[src/rtl/dtdcb_regs.svh]
// Register offsets, field positions, reset values and timing of the threshold bank.
`ifndef DTDCB_REGS_SVH
`define DTDCB_REGS_SVH

// Register indices; the byte address is four times the index.
`define DTDCB_IDX_THR_HIGH   6'h07
`define DTDCB_IDX_THR_LOW    6'h08

// Reset values.
`define DTDCB_RST_THR_HIGH   16'h0000
`define DTDCB_RST_THR_LOW    16'h0000

// Field positions inside the threshold-low register.
`define DTDCB_TLO_TH_MSB     15
`define DTDCB_TLO_TH_LSB     8
`define DTDCB_TLO_RSV_MSB    7
`define DTDCB_TLO_RSV_LSB    4
`define DTDCB_TLO_SEL_MSB    3
`define DTDCB_TLO_SEL_LSB    0

// Selector code that turns the offset-removal filter off.
`define DTDCB_SEL_OFF        4'h0

// Cycles from a taken request to waitrequest low.
`define DTDCB_ACK_CYCLES     1

`endif

[src/rtl/dtdcb_pkg.sv]
// Types shared by the threshold and offset-removal register bank.
package dtdcb_pkg;

    // Which register an access addresses.
    typedef enum logic [1:0] {
        DTDCB_SEL_NONE,
        DTDCB_SEL_HIGH,
        DTDCB_SEL_LOW
    } dtdcb_sel_t;

    // Configuration word handed to the coefficient decoder.
    typedef logic [3:0] dtdcb_coeff_sel_t;

    // Right shift that realises the filter coefficient.
    typedef logic [4:0] dtdcb_shift_t;

endpackage : dtdcb_pkg

[src/rtl/dtdcb_cfg_if.sv]
// Interface carrying the filter selector to the coefficient decoder and its result back.
`timescale 1ns/1ps
interface dtdcb_cfg_if;
    dtdcb_pkg::dtdcb_coeff_sel_t sel;      // Stored selector code.
    logic                        enable;   // Filter enabled, registered.
    dtdcb_pkg::dtdcb_shift_t     shift;    // Coefficient as a power of two, registered.

    modport bank (output sel, input enable, input shift);
    modport dec  (input sel, output enable, output shift);
endinterface : dtdcb_cfg_if

[src/rtl/dtdcb_coeff.sv]
// Decoder that turns the offset-removal selector into an enable and a coefficient shift.
`timescale 1ns/1ps
`include "dtdcb_regs.svh"
module dtdcb_coeff (
    input  wire logic clk,      // System clock, 20 MHz.
    input  wire logic rst_n,    // Asynchronous reset, active low.
    dtdcb_cfg_if.dec  cfg       // Selector in, decoded result out.
);

    logic                    enable_d;
    logic                    enable_q;
    dtdcb_pkg::dtdcb_shift_t shift_d;
    dtdcb_pkg::dtdcb_shift_t shift_q;

    // Code zero switches the filter off; code n gives a coefficient of 2 to the -(n+1).
    always_comb
    begin
        enable_d = (cfg.sel != `DTDCB_SEL_OFF);
        shift_d  = enable_d ? 5'({1'b0, cfg.sel} + 5'h01) : 5'h00;
    end

    // The result is registered so the datapath sees a clean value.
    always_ff @(posedge clk or negedge rst_n)
    begin
        if (!rst_n)
        begin
            enable_q <= 1'b0;
            shift_q  <= 5'h00;
        end
        else
        begin
            enable_q <= enable_d;
            shift_q  <= shift_d;
        end
    end

    assign cfg.enable = enable_q;
    assign cfg.shift  = shift_q;
endmodule : dtdcb_coeff

[src/rtl/dtdcb_top.sv]
// Current-detect threshold and offset-removal register bank behind an Avalon-MM slave.
//
// Functional notes
// Threshold-high register holds 16 read-write upper threshold bits, reset zero.
// Threshold-high register sits at index 7h and resets to 0000h.
// Threshold-low register sits at index 8h and resets to 0000h.
// Threshold-low bits 15:8 hold the lower eight threshold bits, read-write.
// Threshold-low bits 7:4 read zero; software writes zeros there.
// Threshold-low bits 3:0 select the filter; zero disables it.
// Nonzero selector n sets coefficient 1/2^(n+1), from 1/4 to 1/65536.
//
// Added by the designer: the Avalon-MM interface to the registers.
`timescale 1ns/1ps
`include "dtdcb_regs.svh"
module dtdcb_top (
    input  wire logic        clk,                       // System clock, 20 MHz.
    input  wire logic        rst_n,                     // Asynchronous reset, active low.
    input  wire logic [7:0]  avs_address,               // Byte address.
    input  wire logic        avs_read,                  // Read request.
    input  wire logic        avs_write,                 // Write request.
    input  wire logic [31:0] avs_writedata,             // Write data.
    input  wire logic [3:0]  avs_byteenable,            // Byte lanes of a write.
    output logic      [31:0] avs_readdata,              // Read data.
    output logic             avs_waitrequest,           // Low for the answering cycle.
    output logic      [23:0] detect_threshold,          // Full 24-bit threshold.
    output logic      [3:0]  offset_removal_coeff_sel,  // Stored selector code.
    output logic             offset_removal_en,         // Filter enabled.
    output logic      [4:0]  offset_removal_shift       // Coefficient as right shift.
);

    // ************************************************************
    // Address decode
    // ************************************************************

    // Maps a byte address onto one of the two registers, or onto none if unmapped or misaligned; used by reads and writes.
    function automatic dtdcb_pkg::dtdcb_sel_t dtdcb_decode(input logic [7:0] addr);
        dtdcb_pkg::dtdcb_sel_t sel;
        sel = dtdcb_pkg::DTDCB_SEL_NONE;
        if (addr[1:0] == 2'h0)
        begin
            if (addr[7:2] == `DTDCB_IDX_THR_HIGH)
            begin
                sel = dtdcb_pkg::DTDCB_SEL_HIGH;
            end
            else if (addr[7:2] == `DTDCB_IDX_THR_LOW)
            begin
                sel = dtdcb_pkg::DTDCB_SEL_LOW;
            end
        end
        return sel;
    endfunction : dtdcb_decode

    // Merges the low two byte lanes of a write into a stored 16-bit value.
    function automatic logic [15:0] dtdcb_merge(input logic [15:0] old_v,
                                                input logic [15:0] new_v,
                                                input logic [1:0]  be);
        logic [15:0] res;
        res[7:0]  = be[0] ? new_v[7:0]  : old_v[7:0];
        res[15:8] = be[1] ? new_v[15:8] : old_v[15:8];
        return res;
    endfunction : dtdcb_merge

    dtdcb_pkg::dtdcb_sel_t rd_sel;
    dtdcb_pkg::dtdcb_sel_t wr_sel;
    logic                  wr_commit;

    // The write takes effect only at the edge where the master sees waitrequest low.
    always_comb
    begin
        rd_sel    = dtdcb_decode(avs_address);
        wr_sel    = dtdcb_decode(avs_address);
        wr_commit = avs_write && !avs_waitrequest;
    end

    // ************************************************************
    // Bus handshake
    // ************************************************************

    // A literal cannot be part-selected, so the low reset word gets a name.
    localparam logic [15:0] RST_THR_LOW = `DTDCB_RST_THR_LOW;

    logic [15:0] thr_high_d;
    logic [15:0] thr_high_q;
    logic [7:0]  thr_low_d;
    logic [7:0]  thr_low_q;
    logic [3:0]  coeff_sel_d;
    logic [3:0]  coeff_sel_q;
    logic [15:0] thr_low_rd;
    logic [15:0] thr_low_new;
    logic        wait_d;
    logic        wait_q;
    logic [31:0] rdata_d;
    logic [31:0] rdata_q;

    // One wait cycle per access: waitrequest drops the cycle after a request appears
    // and rises again right after the answering edge, so back-to-back requests work.
    always_comb
    begin
        wait_d  = !((avs_read || avs_write) && wait_q);
        rdata_d = rdata_q;
        if (avs_read && wait_q)
        begin
            unique case (rd_sel)
                dtdcb_pkg::DTDCB_SEL_HIGH: rdata_d = {16'h0000, thr_high_q};
                dtdcb_pkg::DTDCB_SEL_LOW:  rdata_d = {16'h0000, thr_low_rd};
                dtdcb_pkg::DTDCB_SEL_NONE: rdata_d = 32'h0000_0000;
            endcase
        end
    end

    // Handshake state; waitrequest rests high out of reset.
    always_ff @(posedge clk or negedge rst_n)
    begin
        if (!rst_n)
        begin
            wait_q  <= 1'b1;
            rdata_q <= 32'h0000_0000;
        end
        else
        begin
            wait_q  <= wait_d;
            rdata_q <= rdata_d;
        end
    end

    assign avs_waitrequest = wait_q;
    assign avs_readdata    = rdata_q;

    // ************************************************************
    // Register storage
    // ************************************************************

    // Reserved bits are not stored at all, so whatever software writes there
    // cannot leak back on a read.
    always_comb
    begin
        thr_low_rd  = {thr_low_q, 4'h0, coeff_sel_q};
        thr_low_new = dtdcb_merge(thr_low_rd, avs_writedata[15:0], avs_byteenable[1:0]);
        thr_high_d  = thr_high_q;
        thr_low_d   = thr_low_q;
        coeff_sel_d = coeff_sel_q;
        if (wr_commit && wr_sel == dtdcb_pkg::DTDCB_SEL_HIGH)
        begin
            thr_high_d = dtdcb_merge(thr_high_q, avs_writedata[15:0],
                                     avs_byteenable[1:0]);
        end
        if (wr_commit && wr_sel == dtdcb_pkg::DTDCB_SEL_LOW)
        begin
            thr_low_d   = thr_low_new[`DTDCB_TLO_TH_MSB:`DTDCB_TLO_TH_LSB];
            coeff_sel_d = thr_low_new[`DTDCB_TLO_SEL_MSB:`DTDCB_TLO_SEL_LSB];
        end
    end

    // Register contents; both registers clear to zero.
    always_ff @(posedge clk or negedge rst_n)
    begin
        if (!rst_n)
        begin
            thr_high_q  <= `DTDCB_RST_THR_HIGH;
            thr_low_q   <= RST_THR_LOW[`DTDCB_TLO_TH_MSB:`DTDCB_TLO_TH_LSB];
            coeff_sel_q <= RST_THR_LOW[`DTDCB_TLO_SEL_MSB:`DTDCB_TLO_SEL_LSB];
        end
        else
        begin
            thr_high_q  <= thr_high_d;
            thr_low_q   <= thr_low_d;
            coeff_sel_q <= coeff_sel_d;
        end
    end

    // ************************************************************
    // Outputs to the detect engine and the filter
    // ************************************************************

    dtdcb_cfg_if cfg_bus ();

    assign cfg_bus.sel = coeff_sel_q;

    dtdcb_coeff u_coeff (
        .clk   (clk),
        .rst_n (rst_n),
        .cfg   (cfg_bus.dec)
    );

    // The high word is the upper part of the 24-bit threshold.
    assign detect_threshold         = {thr_high_q, thr_low_q};
    assign offset_removal_coeff_sel = coeff_sel_q;
    assign offset_removal_en        = cfg_bus.enable;
    assign offset_removal_shift     = cfg_bus.shift;
endmodule : dtdcb_top

[config.mk]
export PLATFORM = sky130hd
export DESIGN_NAME = dtdcb_top
export DESIGN_NICKNAME = d
export VERILOG_FILES = /design/src/rtl/dtdcb_pkg.sv /design/src/rtl/dtdcb_cfg_if.sv /design/src/rtl/dtdcb_coeff.sv /design/src/rtl/dtdcb_top.sv
export VERILOG_INCLUDE_DIRS = /design/src /design/src/rtl
export SDC_FILE = /design/constraint.sdc
export NUM_CORES = 1
export LEC_CHECK = 0
export ABC_AREA = 1
export ABC_CLOCK_PERIOD_IN_PS = 3600
export BUFFER_PORTS_ARGS = -buffer_cell sky130_fd_sc_hd__buf_2
export CORE_MARGIN = 5
export CORE_UTILIZATION = 35
export CTS_CLUSTER_DIAMETER = 100
export DETAILED_ROUTE_END_ITERATION = 10
export GPL_TIMING_DRIVEN = 0
export SETUP_SLACK_MARGIN = 0.3
export SLEW_MARGIN = 0
export SYNTH_ARGS = -nofsm -noshare
export SYNTH_HDL_FRONTEND = slang
export SYNTH_HIERARCHICAL = 1
export SYNTH_SLANG_ARGS = --single-unit
[constraint.sdc]
create_clock -name clk -period 3.6 [get_ports clk]
set_clock_uncertainty 0.05 [all_clocks]
set_input_delay 0.54 -clock clk [delete_from_list [all_inputs] [get_ports clk]]
set_output_delay 0.54 -clock clk [all_outputs]
set_load 0.05 [all_outputs]
### Word level (Yosys, flattened, before mapping)

Index checks and enable logic that the tools add are counted.

* add/sub/neg operators: 1
* $mul: 0
* div/mod/pow operators: 0
* order comparisons: 0
* equal/unequal tests: 4
* shifts and indexed selects: 0
* muxes and demuxes: 5
* bitwise gates (word level): 0
* reduce and logical (&&, ||, !) cells: 15

Operators by type and width (count)
* $pmux 32 s3: 1
* $reduce_and 2->1: 4
* $eq 6x3->1 const B: 1
* $eq 6x4->1 const B: 1
* $mux 2: 3
* $add 4x1->5 const B: 1
* $logic_and 1x1->1: 5
* $mux 5: 1
* $logic_not 2->1: 2
* $reduce_bool 4->1: 1
* $eq 2x1->1 const B: 1
* $eq 2x2->1 const B: 1
* $logic_not 1->1: 2
* $logic_or 1x1->1: 1

* register bits after elaboration: 67
* bits in latches: 0
* memory bits (writable): 0
* ROM bits: 0
* input port bits: 48
* output and inout bits: 67
* word-level logic and storage cells: 33
* memories: 0

### Logic depth before layout (Yosys ltp)

Gate-level depths: netlist (run 1).

* word-level depth: 7
* depth in mapped cells: 8
* depth with buffers taken out: 7

### Cells and area by module

The synthesis (run 1) kept the hierarchy.

By module, submodules not included
* dtdcb_top: times used 1, cells an instance 285, area each 2371.0 µm², sequential area each 1127.3 µm²
* dtdcb_coeff: times used 1, cells an instance 26, area each 257.7 µm², sequential area each 150.1 µm²

### Worst setup path after synthesis (run 1)

Ideal clock, no wire load.

* path type: flip-flop to flip-flop
* from: register wait_q (netlist: avs_waitrequest)
* to: register rdata_q[10] (netlist: avs_readdata[10])
* setup time: 66 ps
* arrival: 1343 ps
* data required time: 3484 ps
* setup slack: 2141 ps
* cell stages (with the launch flop): 6
* path buffers: 1
* period minus slack after synthesis: 1459 ps
* cell sequence: dfstp_2 -> nand2_1 -> inv_2 -> buf_2 -> nand2_1 -> nand2_1

* longest elaborated chain between the ends: 1

RTL lines
* from (decl): RTL line dtdcb_top.sv:91 `logic wait_q;`
* from (signal assigned): RTL line dtdcb_top.sv:121 `wait_q <= wait_d;`
* $logic_and 1x1->1: RTL line dtdcb_top.sv:101 `if (avs_read && wait_q)`
* to (signal assigned): RTL line dtdcb_top.sv:122 `rdata_q <= rdata_d;`
* to (decl): RTL line dtdcb_top.sv:93 `logic [31:0] rdata_q;`

Every way passes these cells.
A chain may end at the register's enable or synchronous reset.

### Worst setup path in the final report (run 1)

* from: register wait_q (netlist: avs_waitrequest)
* to: output port avs_waitrequest

RTL lines
* to (decl): RTL line dtdcb_top.sv:24 `output logic avs_waitrequest,`

No word-level cell between the ends.

==> flow_metrics.env, run 1 <==
export IMPL_grt_antenna_before_repair=0
export IMPL_worst_pin_slew_ps=1150
export IMPL_cts_resized_gates=0
export IMPL_leakage_nw=1.98
export IMPL_synth_mux_area_fraction_pct=0
export IMPL_cts_tree="yes"
export IMPL_netlist_top_cells_area="dfrtp_1 (48%), nand2_1 (18%), nand4_1 (11%), buf_4 (5.4%), nand3_1 (3.0%)"
export IMPL_synthAdderAreaFrac_pct=0.952
export IMPL_multi_input_area_mm2=0.00111
export IMPL_diodes=0
export IMPL_first_global_vias=2256
export IMPL_combPwrFrac_pct=16.7
export IMPL_ios=115
export IMPL_synth_compound_area_share_pct=0.190
export IMPL_place_hpwl_mm=5.39
export IMPL_yosys_register_bits=51
export IMPL_numCtsBuffers=5
export IMPL_synthSimpleGateAreaFrac_pct=38.7
export IMPL_avgViaCountPerCell=4.62
export IMPL_clock_root_buffer="clkbuf_8"
export IMPL_portBuffers=79
export IMPL_vias=2365
export IMPL_synth_edf_count=0
export IMPL_insertion_delay_ps=300
export IMPL_rsz0062_at_grt="no"
export IMPL_synth_top_area_share_pct=47.6
export IMPL_max_stage_delay_ps=580
export IMPL_nets=462
export IMPL_clock_fmax_ghz=0.573
export IMPL_p_switching_w=0.000336
export IMPL_postRouteAntennaNets=0
export IMPL_cts_htree_levels=2
export IMPL_min_period_ps=1740
export IMPL_grt_max_degree=52
export IMPL_p_int_w=0.000763
export IMPL_synth_warnings=6
export IMPL_cp_top_family="flip-flops"
export IMPL_syn_to_final_growth_pct=25.1
export IMPL_clk_pin_slew_ps=100
export IMPL_ys_seq_area_share_pct=48.6
export IMPL_power_frac_clock_pct=29.8
export IMPL_cts_buffer_depth=2
export IMPL_power_switching_share_pct=30.6
export IMPL_slew_headroom_pct=23.3
export IMPL_slew_violations=0
export IMPL_synthTopCellsByCount="nand2_1 (125), dfrtp_1 (50), nand4_1 (45)"
export IMPL_holdWs_ps=347
export IMPL_synth_area_mm2=0.00263
export IMPL_crit_path_end_kind="primary output"
export IMPL_crit_fanout=4
export IMPL_postCtsSetupRepairBufs=0
export IMPL_path_cells="buf_2"
export IMPL_synth_flop_cell="dfrtp_1"
export IMPL_maxCapViolations=0
export IMPL_path_buf_inv=1
export IMPL_hold_violations=0
export IMPL_synth_avg_cell_area_um2=8.45
export IMPL_synth_most_common_cell="nand2_1"
export IMPL_synth_xor_area_share_pct=0
export IMPL_num_rows=31
export IMPL_gp_congestion=0.763
export IMPL_wl_per_cell_um=14.0
export IMPL_post_synth_top_area_cell="dfrtp_1"
export IMPL_fill_cells=785
export IMPL_start_util_pct=36.1
export IMPL_track_usage_pct=15.3
export IMPL_drt_pre_antenna_iters=4
export IMPL_die_area_mm2=0.00934
export IMPL_async_reset_ff_share_pct=100
export IMPL_setup_tns_ps=0
export IMPL_p_per_area_mw_per_mm2=334
export IMPL_cp_arrival_ps=1150
export IMPL_synth_top_family_by_area="simple AND/OR/NAND/NOR gates"
export IMPL_synth_distinct_cells=22
export IMPL_grt_overflow=0
export IMPL_critPathLaunchType="flop"
export IMPL_seqCellArea_mm2=0.00128
export IMPL_setup_violations=0
export IMPL_drcViolationCount=0
export IMPL_cts_hold_buffers=0
export IMPL_layout_worst_path_cycle_share_pct=48.5
export IMPL_cts_sinks=51
export IMPL_status="complete, no violations"
export IMPL_synth_cells=311
export IMPL_routed_wl_mm=7.15
export IMPL_fp_dieH_um=96.7
export IMPL_core_area_mm2=0.00729
export IMPL_drive_gt1_share_pct=33.2
export IMPL_die_w_um=96.7
export IMPL_critical_path_class="reg -> out"
export IMPL_ir_drop_v=0.000152
export IMPL_seqPwrFrac_pct=53.5
export IMPL_drt_iter0_markers=172
export IMPL_cp_slowest_cell="dfstp_2"
export IMPL_hold_class="in -> reg"
export IMPL_grt_first_pass_wirelength_mm=11.6
export IMPL_cp_required_ps=3010
[state kept, by name (all words and copies together) (netlist names)]
signal                    count
avs_readdata                 16
avs_waitrequest               1
offset_removal_coeff_sel      4
thr_high_q                   16
thr_low_q                     8
u_coeff/cfg.enable            1
u_coeff/cfg.shift             5
[worst register-to-register path, delay by kind of cell, from the launching register on]
family / cells / cell delay [ps]
AND/OR/NAND/NOR: 3 / 530
buffers and inverters: 1 / 430
flip-flops: 1 / 400
[path summary, 6_finish.rpt]
check	startpoint	endpoint	slack [ps]	cells past startpoint
worst max register to register	avs_waitrequest	thr_high_q[7]	2130	4
worst min register to register	avs_readdata[10]	avs_readdata[10]	430	2
worst max-delay path	avs_waitrequest	avs_waitrequest	1860	1
max in group asynchronous	rst_n	thr_low_q[5]	2380	1
min in group asynchronous	rst_n	u_coeff/cfg.shift[1]	390	1
worst min-delay path	avs_read	avs_waitrequest	350	2
[cell families after synthesis]
logic type / after synthesis
AO/OA/AOI/OAI: 1
adder cells (fa/ha/maj): 2
buffers and inverters: 49
flip-flops: 51
other: 1
AND/OR/NAND/NOR: 207
[through the flow]
step	instance area [um^2]	std cells	setup slack (ps)	power [W]	util (%)
after global placement	3200	504	1880	0.000782	43.9
after CTS	3290	512	1840	0.00111	45.1
after floorplan	2690	326	2140	0.000727	-
after global routing	3290	512	1810	0.00115	45.1
final	3290	512	1860	0.00110	45.1
after detailed placement	3200	504	1880	0.000783	43.9
[per-layer routing]
layer	part of all wire (%)	vias to the layer above	routed length [um]	track usage, %
met5	0	-	0	0
met4	1.8	0	128	5.62
met3	7.2	11	517	4.46
met2	44	87	3180	23.6
met1	47	1072	3330	20.3
li1	-	1195	-	-
[cell usage in the layout, fill, tap and decap left out]
master and instances:
nand2_1 125, buf_2 85, dfrtp_1 50, nand4_1 45, buf_4 19, nand3_1 16
conb_1 16, inv_1 10, nor2_4 6, buf_6 5, nor2_1 5, inv_2 5
clkbuf_8 5, nor2_2 4, clkbuf_1 4, nand4_4 2, nand3_2 2, ha_1 2
o21ai_0 1, nand2_2 1, and2_1 1, clkinv_1 1, dfstp_2 1, clkinv_2 1
clkinvlp_4 1
[power groups by stage]
stage / Combinational, W / Sequential (W) / Clock [W]
finish: 0.000184 / 0.000588 / 0.000327
global route: 0.000198 / 0.000589 / 0.000360
CTS: 0.000185 / 0.000588 / 0.000336
detailed placement: 0.000184 / 0.000599 / 0
global placement: 0.000183 / 0.000599 / 0
floorplan: 0.000101 / 0.000626 / 0
[area by class of cell]
class                   instances  share of cell area [%]
repair buffers                 79                    12.0
inverters                      16                    1.83
plain buffers                  33                    7.30
flip-flops and latches         51                    38.8
clock inverters                 2                   0.380
clock buffers                   6                    2.21
well taps                      99                    3.77
multi-input cells             226                    33.7
Power figures use the tool's default switching activity.
==> run 2, diff against run 1 <==
- ABC_CLOCK_PERIOD_IN_PS: 3600 -> 1600
- clock period: 3.6 -> 1.6 ns (I/O delays scaled with it)
==> run 2 against run 1 <==
Sequential share of layout area fell by 2.3 points. Sequential power rose by 130%. Critical path type unchanged. Power grew 150%. Largest cell class unchanged. Combinational power increased to 2.6 times the previous value. First-iteration DRC count shrank 52%. Die area unchanged. Hold slack got worse by 270 ps. Sequential cell count is the same. Utilization rose by 3.2 points.
==> flow_metrics.env, run 2 (synthesized netlist as in run 1, its figures left out) <==
export IMPL_track_usage_pct=15.3
export IMPL_gp_congestion=0.853
export IMPL_postRouteAntennaNets=0
export IMPL_leakage_nw=2.05
export IMPL_cp_top_family="flip-flops"
export IMPL_nets=470
export IMPL_crit_path_end_kind="primary output"
export IMPL_critical_path_class="reg -> out"
export IMPL_diodes=0
export IMPL_insertion_delay_ps=310
export IMPL_die_area_mm2=0.00934
export IMPL_grt_overflow=0
export IMPL_clock_fmax_ghz=0.712
export IMPL_cp_required_ps=1310
export IMPL_avgViaCountPerCell=4.68
export IMPL_grt_first_pass_wirelength_mm=11.8
export IMPL_r2r_cells=5
export IMPL_rsz0062_at_grt="yes"
export IMPL_ios=115
export IMPL_cts_hold_buffers=0
export IMPL_holdWs_ps=74.7
export IMPL_wl_per_cell_um=14.2
export IMPL_clock_root_buffer="clkbuf_8"
export IMPL_routed_wl_mm=7.36
export IMPL_holdPathStages=2
export IMPL_drt_pre_antenna_iters=4
export IMPL_num_rows=31
export IMPL_critPathLaunchType="flop"
export IMPL_cp_arrival_ps=1110
export IMPL_portBuffers=79
export IMPL_cts_tree="yes"
export IMPL_cts_buffer_depth=2
export IMPL_slew_violations=0
export IMPL_final_cell_mix="nand2_1 (121), buf_2 (68), dfrtp_1 (46), nand4_1 (45), buf_4 (29)"
export IMPL_setup_tns_ps=0
export IMPL_first_global_vias=2330
export IMPL_seqCellArea_mm2=0.00129
export IMPL_layout_worst_path_cycle_share_pct=87.8
export IMPL_min_period_ps=1400
export IMPL_status="complete, no violations"
export IMPL_crit_fanout=4
export IMPL_slew_headroom_pct=22.9
export IMPL_grt_antenna_before_repair=0
export IMPL_die_w_um=96.7
export IMPL_cts_htree_levels=2
export IMPL_p_per_area_mw_per_mm2=775
export IMPL_cp_depth=1
export IMPL_drive_gt1_share_pct=37.3
export IMPL_start_util_pct=36.1
export IMPL_hold_violations=0
export IMPL_hold_class="in -> reg"
export IMPL_path_buf_inv=1
export IMPL_fill_cells=738
export IMPL_cts_sinks=51
export IMPL_grt_max_degree=52
export IMPL_vias=2435
export IMPL_maxCapViolations=0
export IMPL_drt_iter0_markers=83
export IMPL_max_stage_delay_ps=660
export IMPL_worst_pin_slew_ps=1160
export IMPL_cp_slowest_cell="dfstp_4"
export IMPL_syn_to_final_growth_pct=34.0
export IMPL_clk_pin_slew_ps=90
export IMPL_multi_input_area_mm2=0.00113
export IMPL_drcViolationCount=0
export IMPL_path_cells="buf_8"
export IMPL_fp_dieH_um=96.7
export IMPL_core_area_mm2=0.00729
export IMPL_place_hpwl_mm=5.40
export IMPL_final_common_cell="nand2_1"
export IMPL_ir_drop_v=0.000339
export IMPL_setup_violations=0
export IMPL_numCtsBuffers=5
==> run 2: changes by cell type in the layout (fill, tap and decap cells not counted), moves of 2 or more <==
cell / delta
clkbuf_1: -3
nand2_2: +4
clkbuf_4: +10
dfrtp_1: -4
nand2_1: -4
dfrtp_2: +4
buf_2: -17
buf_6: +3
buf_4: +10
buf_8: +2
==> run 2: path summary, 6_finish.rpt <==
path | from | endpoint | slack (ps)
min reg2reg | avs_readdata[7] | avs_readdata[7] | 430
min in group asynchronous | rst_n | u_coeff/cfg.shift[1] | 100
max in group asynchronous | rst_n | offset_removal_coeff_sel[3] | 620
max reg2reg | avs_waitrequest | thr_high_q[12] | 260
max | avs_waitrequest | avs_waitrequest | 200
min | avs_write | avs_waitrequest | 70
==> run 2: area by class of cell <==
class	count	share of cell area [%]
Inverter	16	1.78
Multi-Input combinational cell	226	32.1
Buffer	33	7.42
Timing Repair Buffer	87	15.3
Clock inverter	2	0.995
Clock buffer	6	2.34
Tap cell	99	3.52
Sequential cell	51	36.5
==> run 2: stage by stage <==
stage                     utilization, %  worst slack (ps)  instances  power (W)  instance area (um^2)
final                               48.3               196        520    0.00273                  3520
after global routing                48.3               164        520    0.00284                  3520
after global placement              44.3               113        504    0.00177                  3230
after detailed placement            44.3               103        504    0.00177                  3230
after CTS                           46.8               184        515    0.00273                  3410
after floorplan                        -               280        326    0.00164                  2710
==> run 2: power breakdown <==
| part | switching (W) | internal [W] | total [W] |
|---|---|---|---|
| sequential | 0.0000169 | 0.00131 | 0.00133 |
| clock | 0.000424 | 0.000506 | 0.000931 |
| combinational | 0.000326 | 0.000146 | 0.000472 |
| total | 0.000767 | 0.00196 | 0.00273 |
==> run 2: routing by layer <==
| metal | vias up | share of wire [%] | track usage [%] |
|---|---|---|---|
| met1 | 1130 | 45 | 20.6 |
| met2 | 85 | 46 | 23.6 |
| li1 | 1210 | - | - |
| met4 | 0 | 1.8 | 5.40 |
| met3 | 10 | 7.5 | 4.46 |
| met5 | - | 0 | 0 |
==> run 2: what timing repair did <==
item | CTS | global route
buffers inserted | 3 | 4
gates cloned | 0 | 1
gates resized for setup | 13 | 21
setup endpoints to repair | 35 | 56
pin swaps | 1 | 15
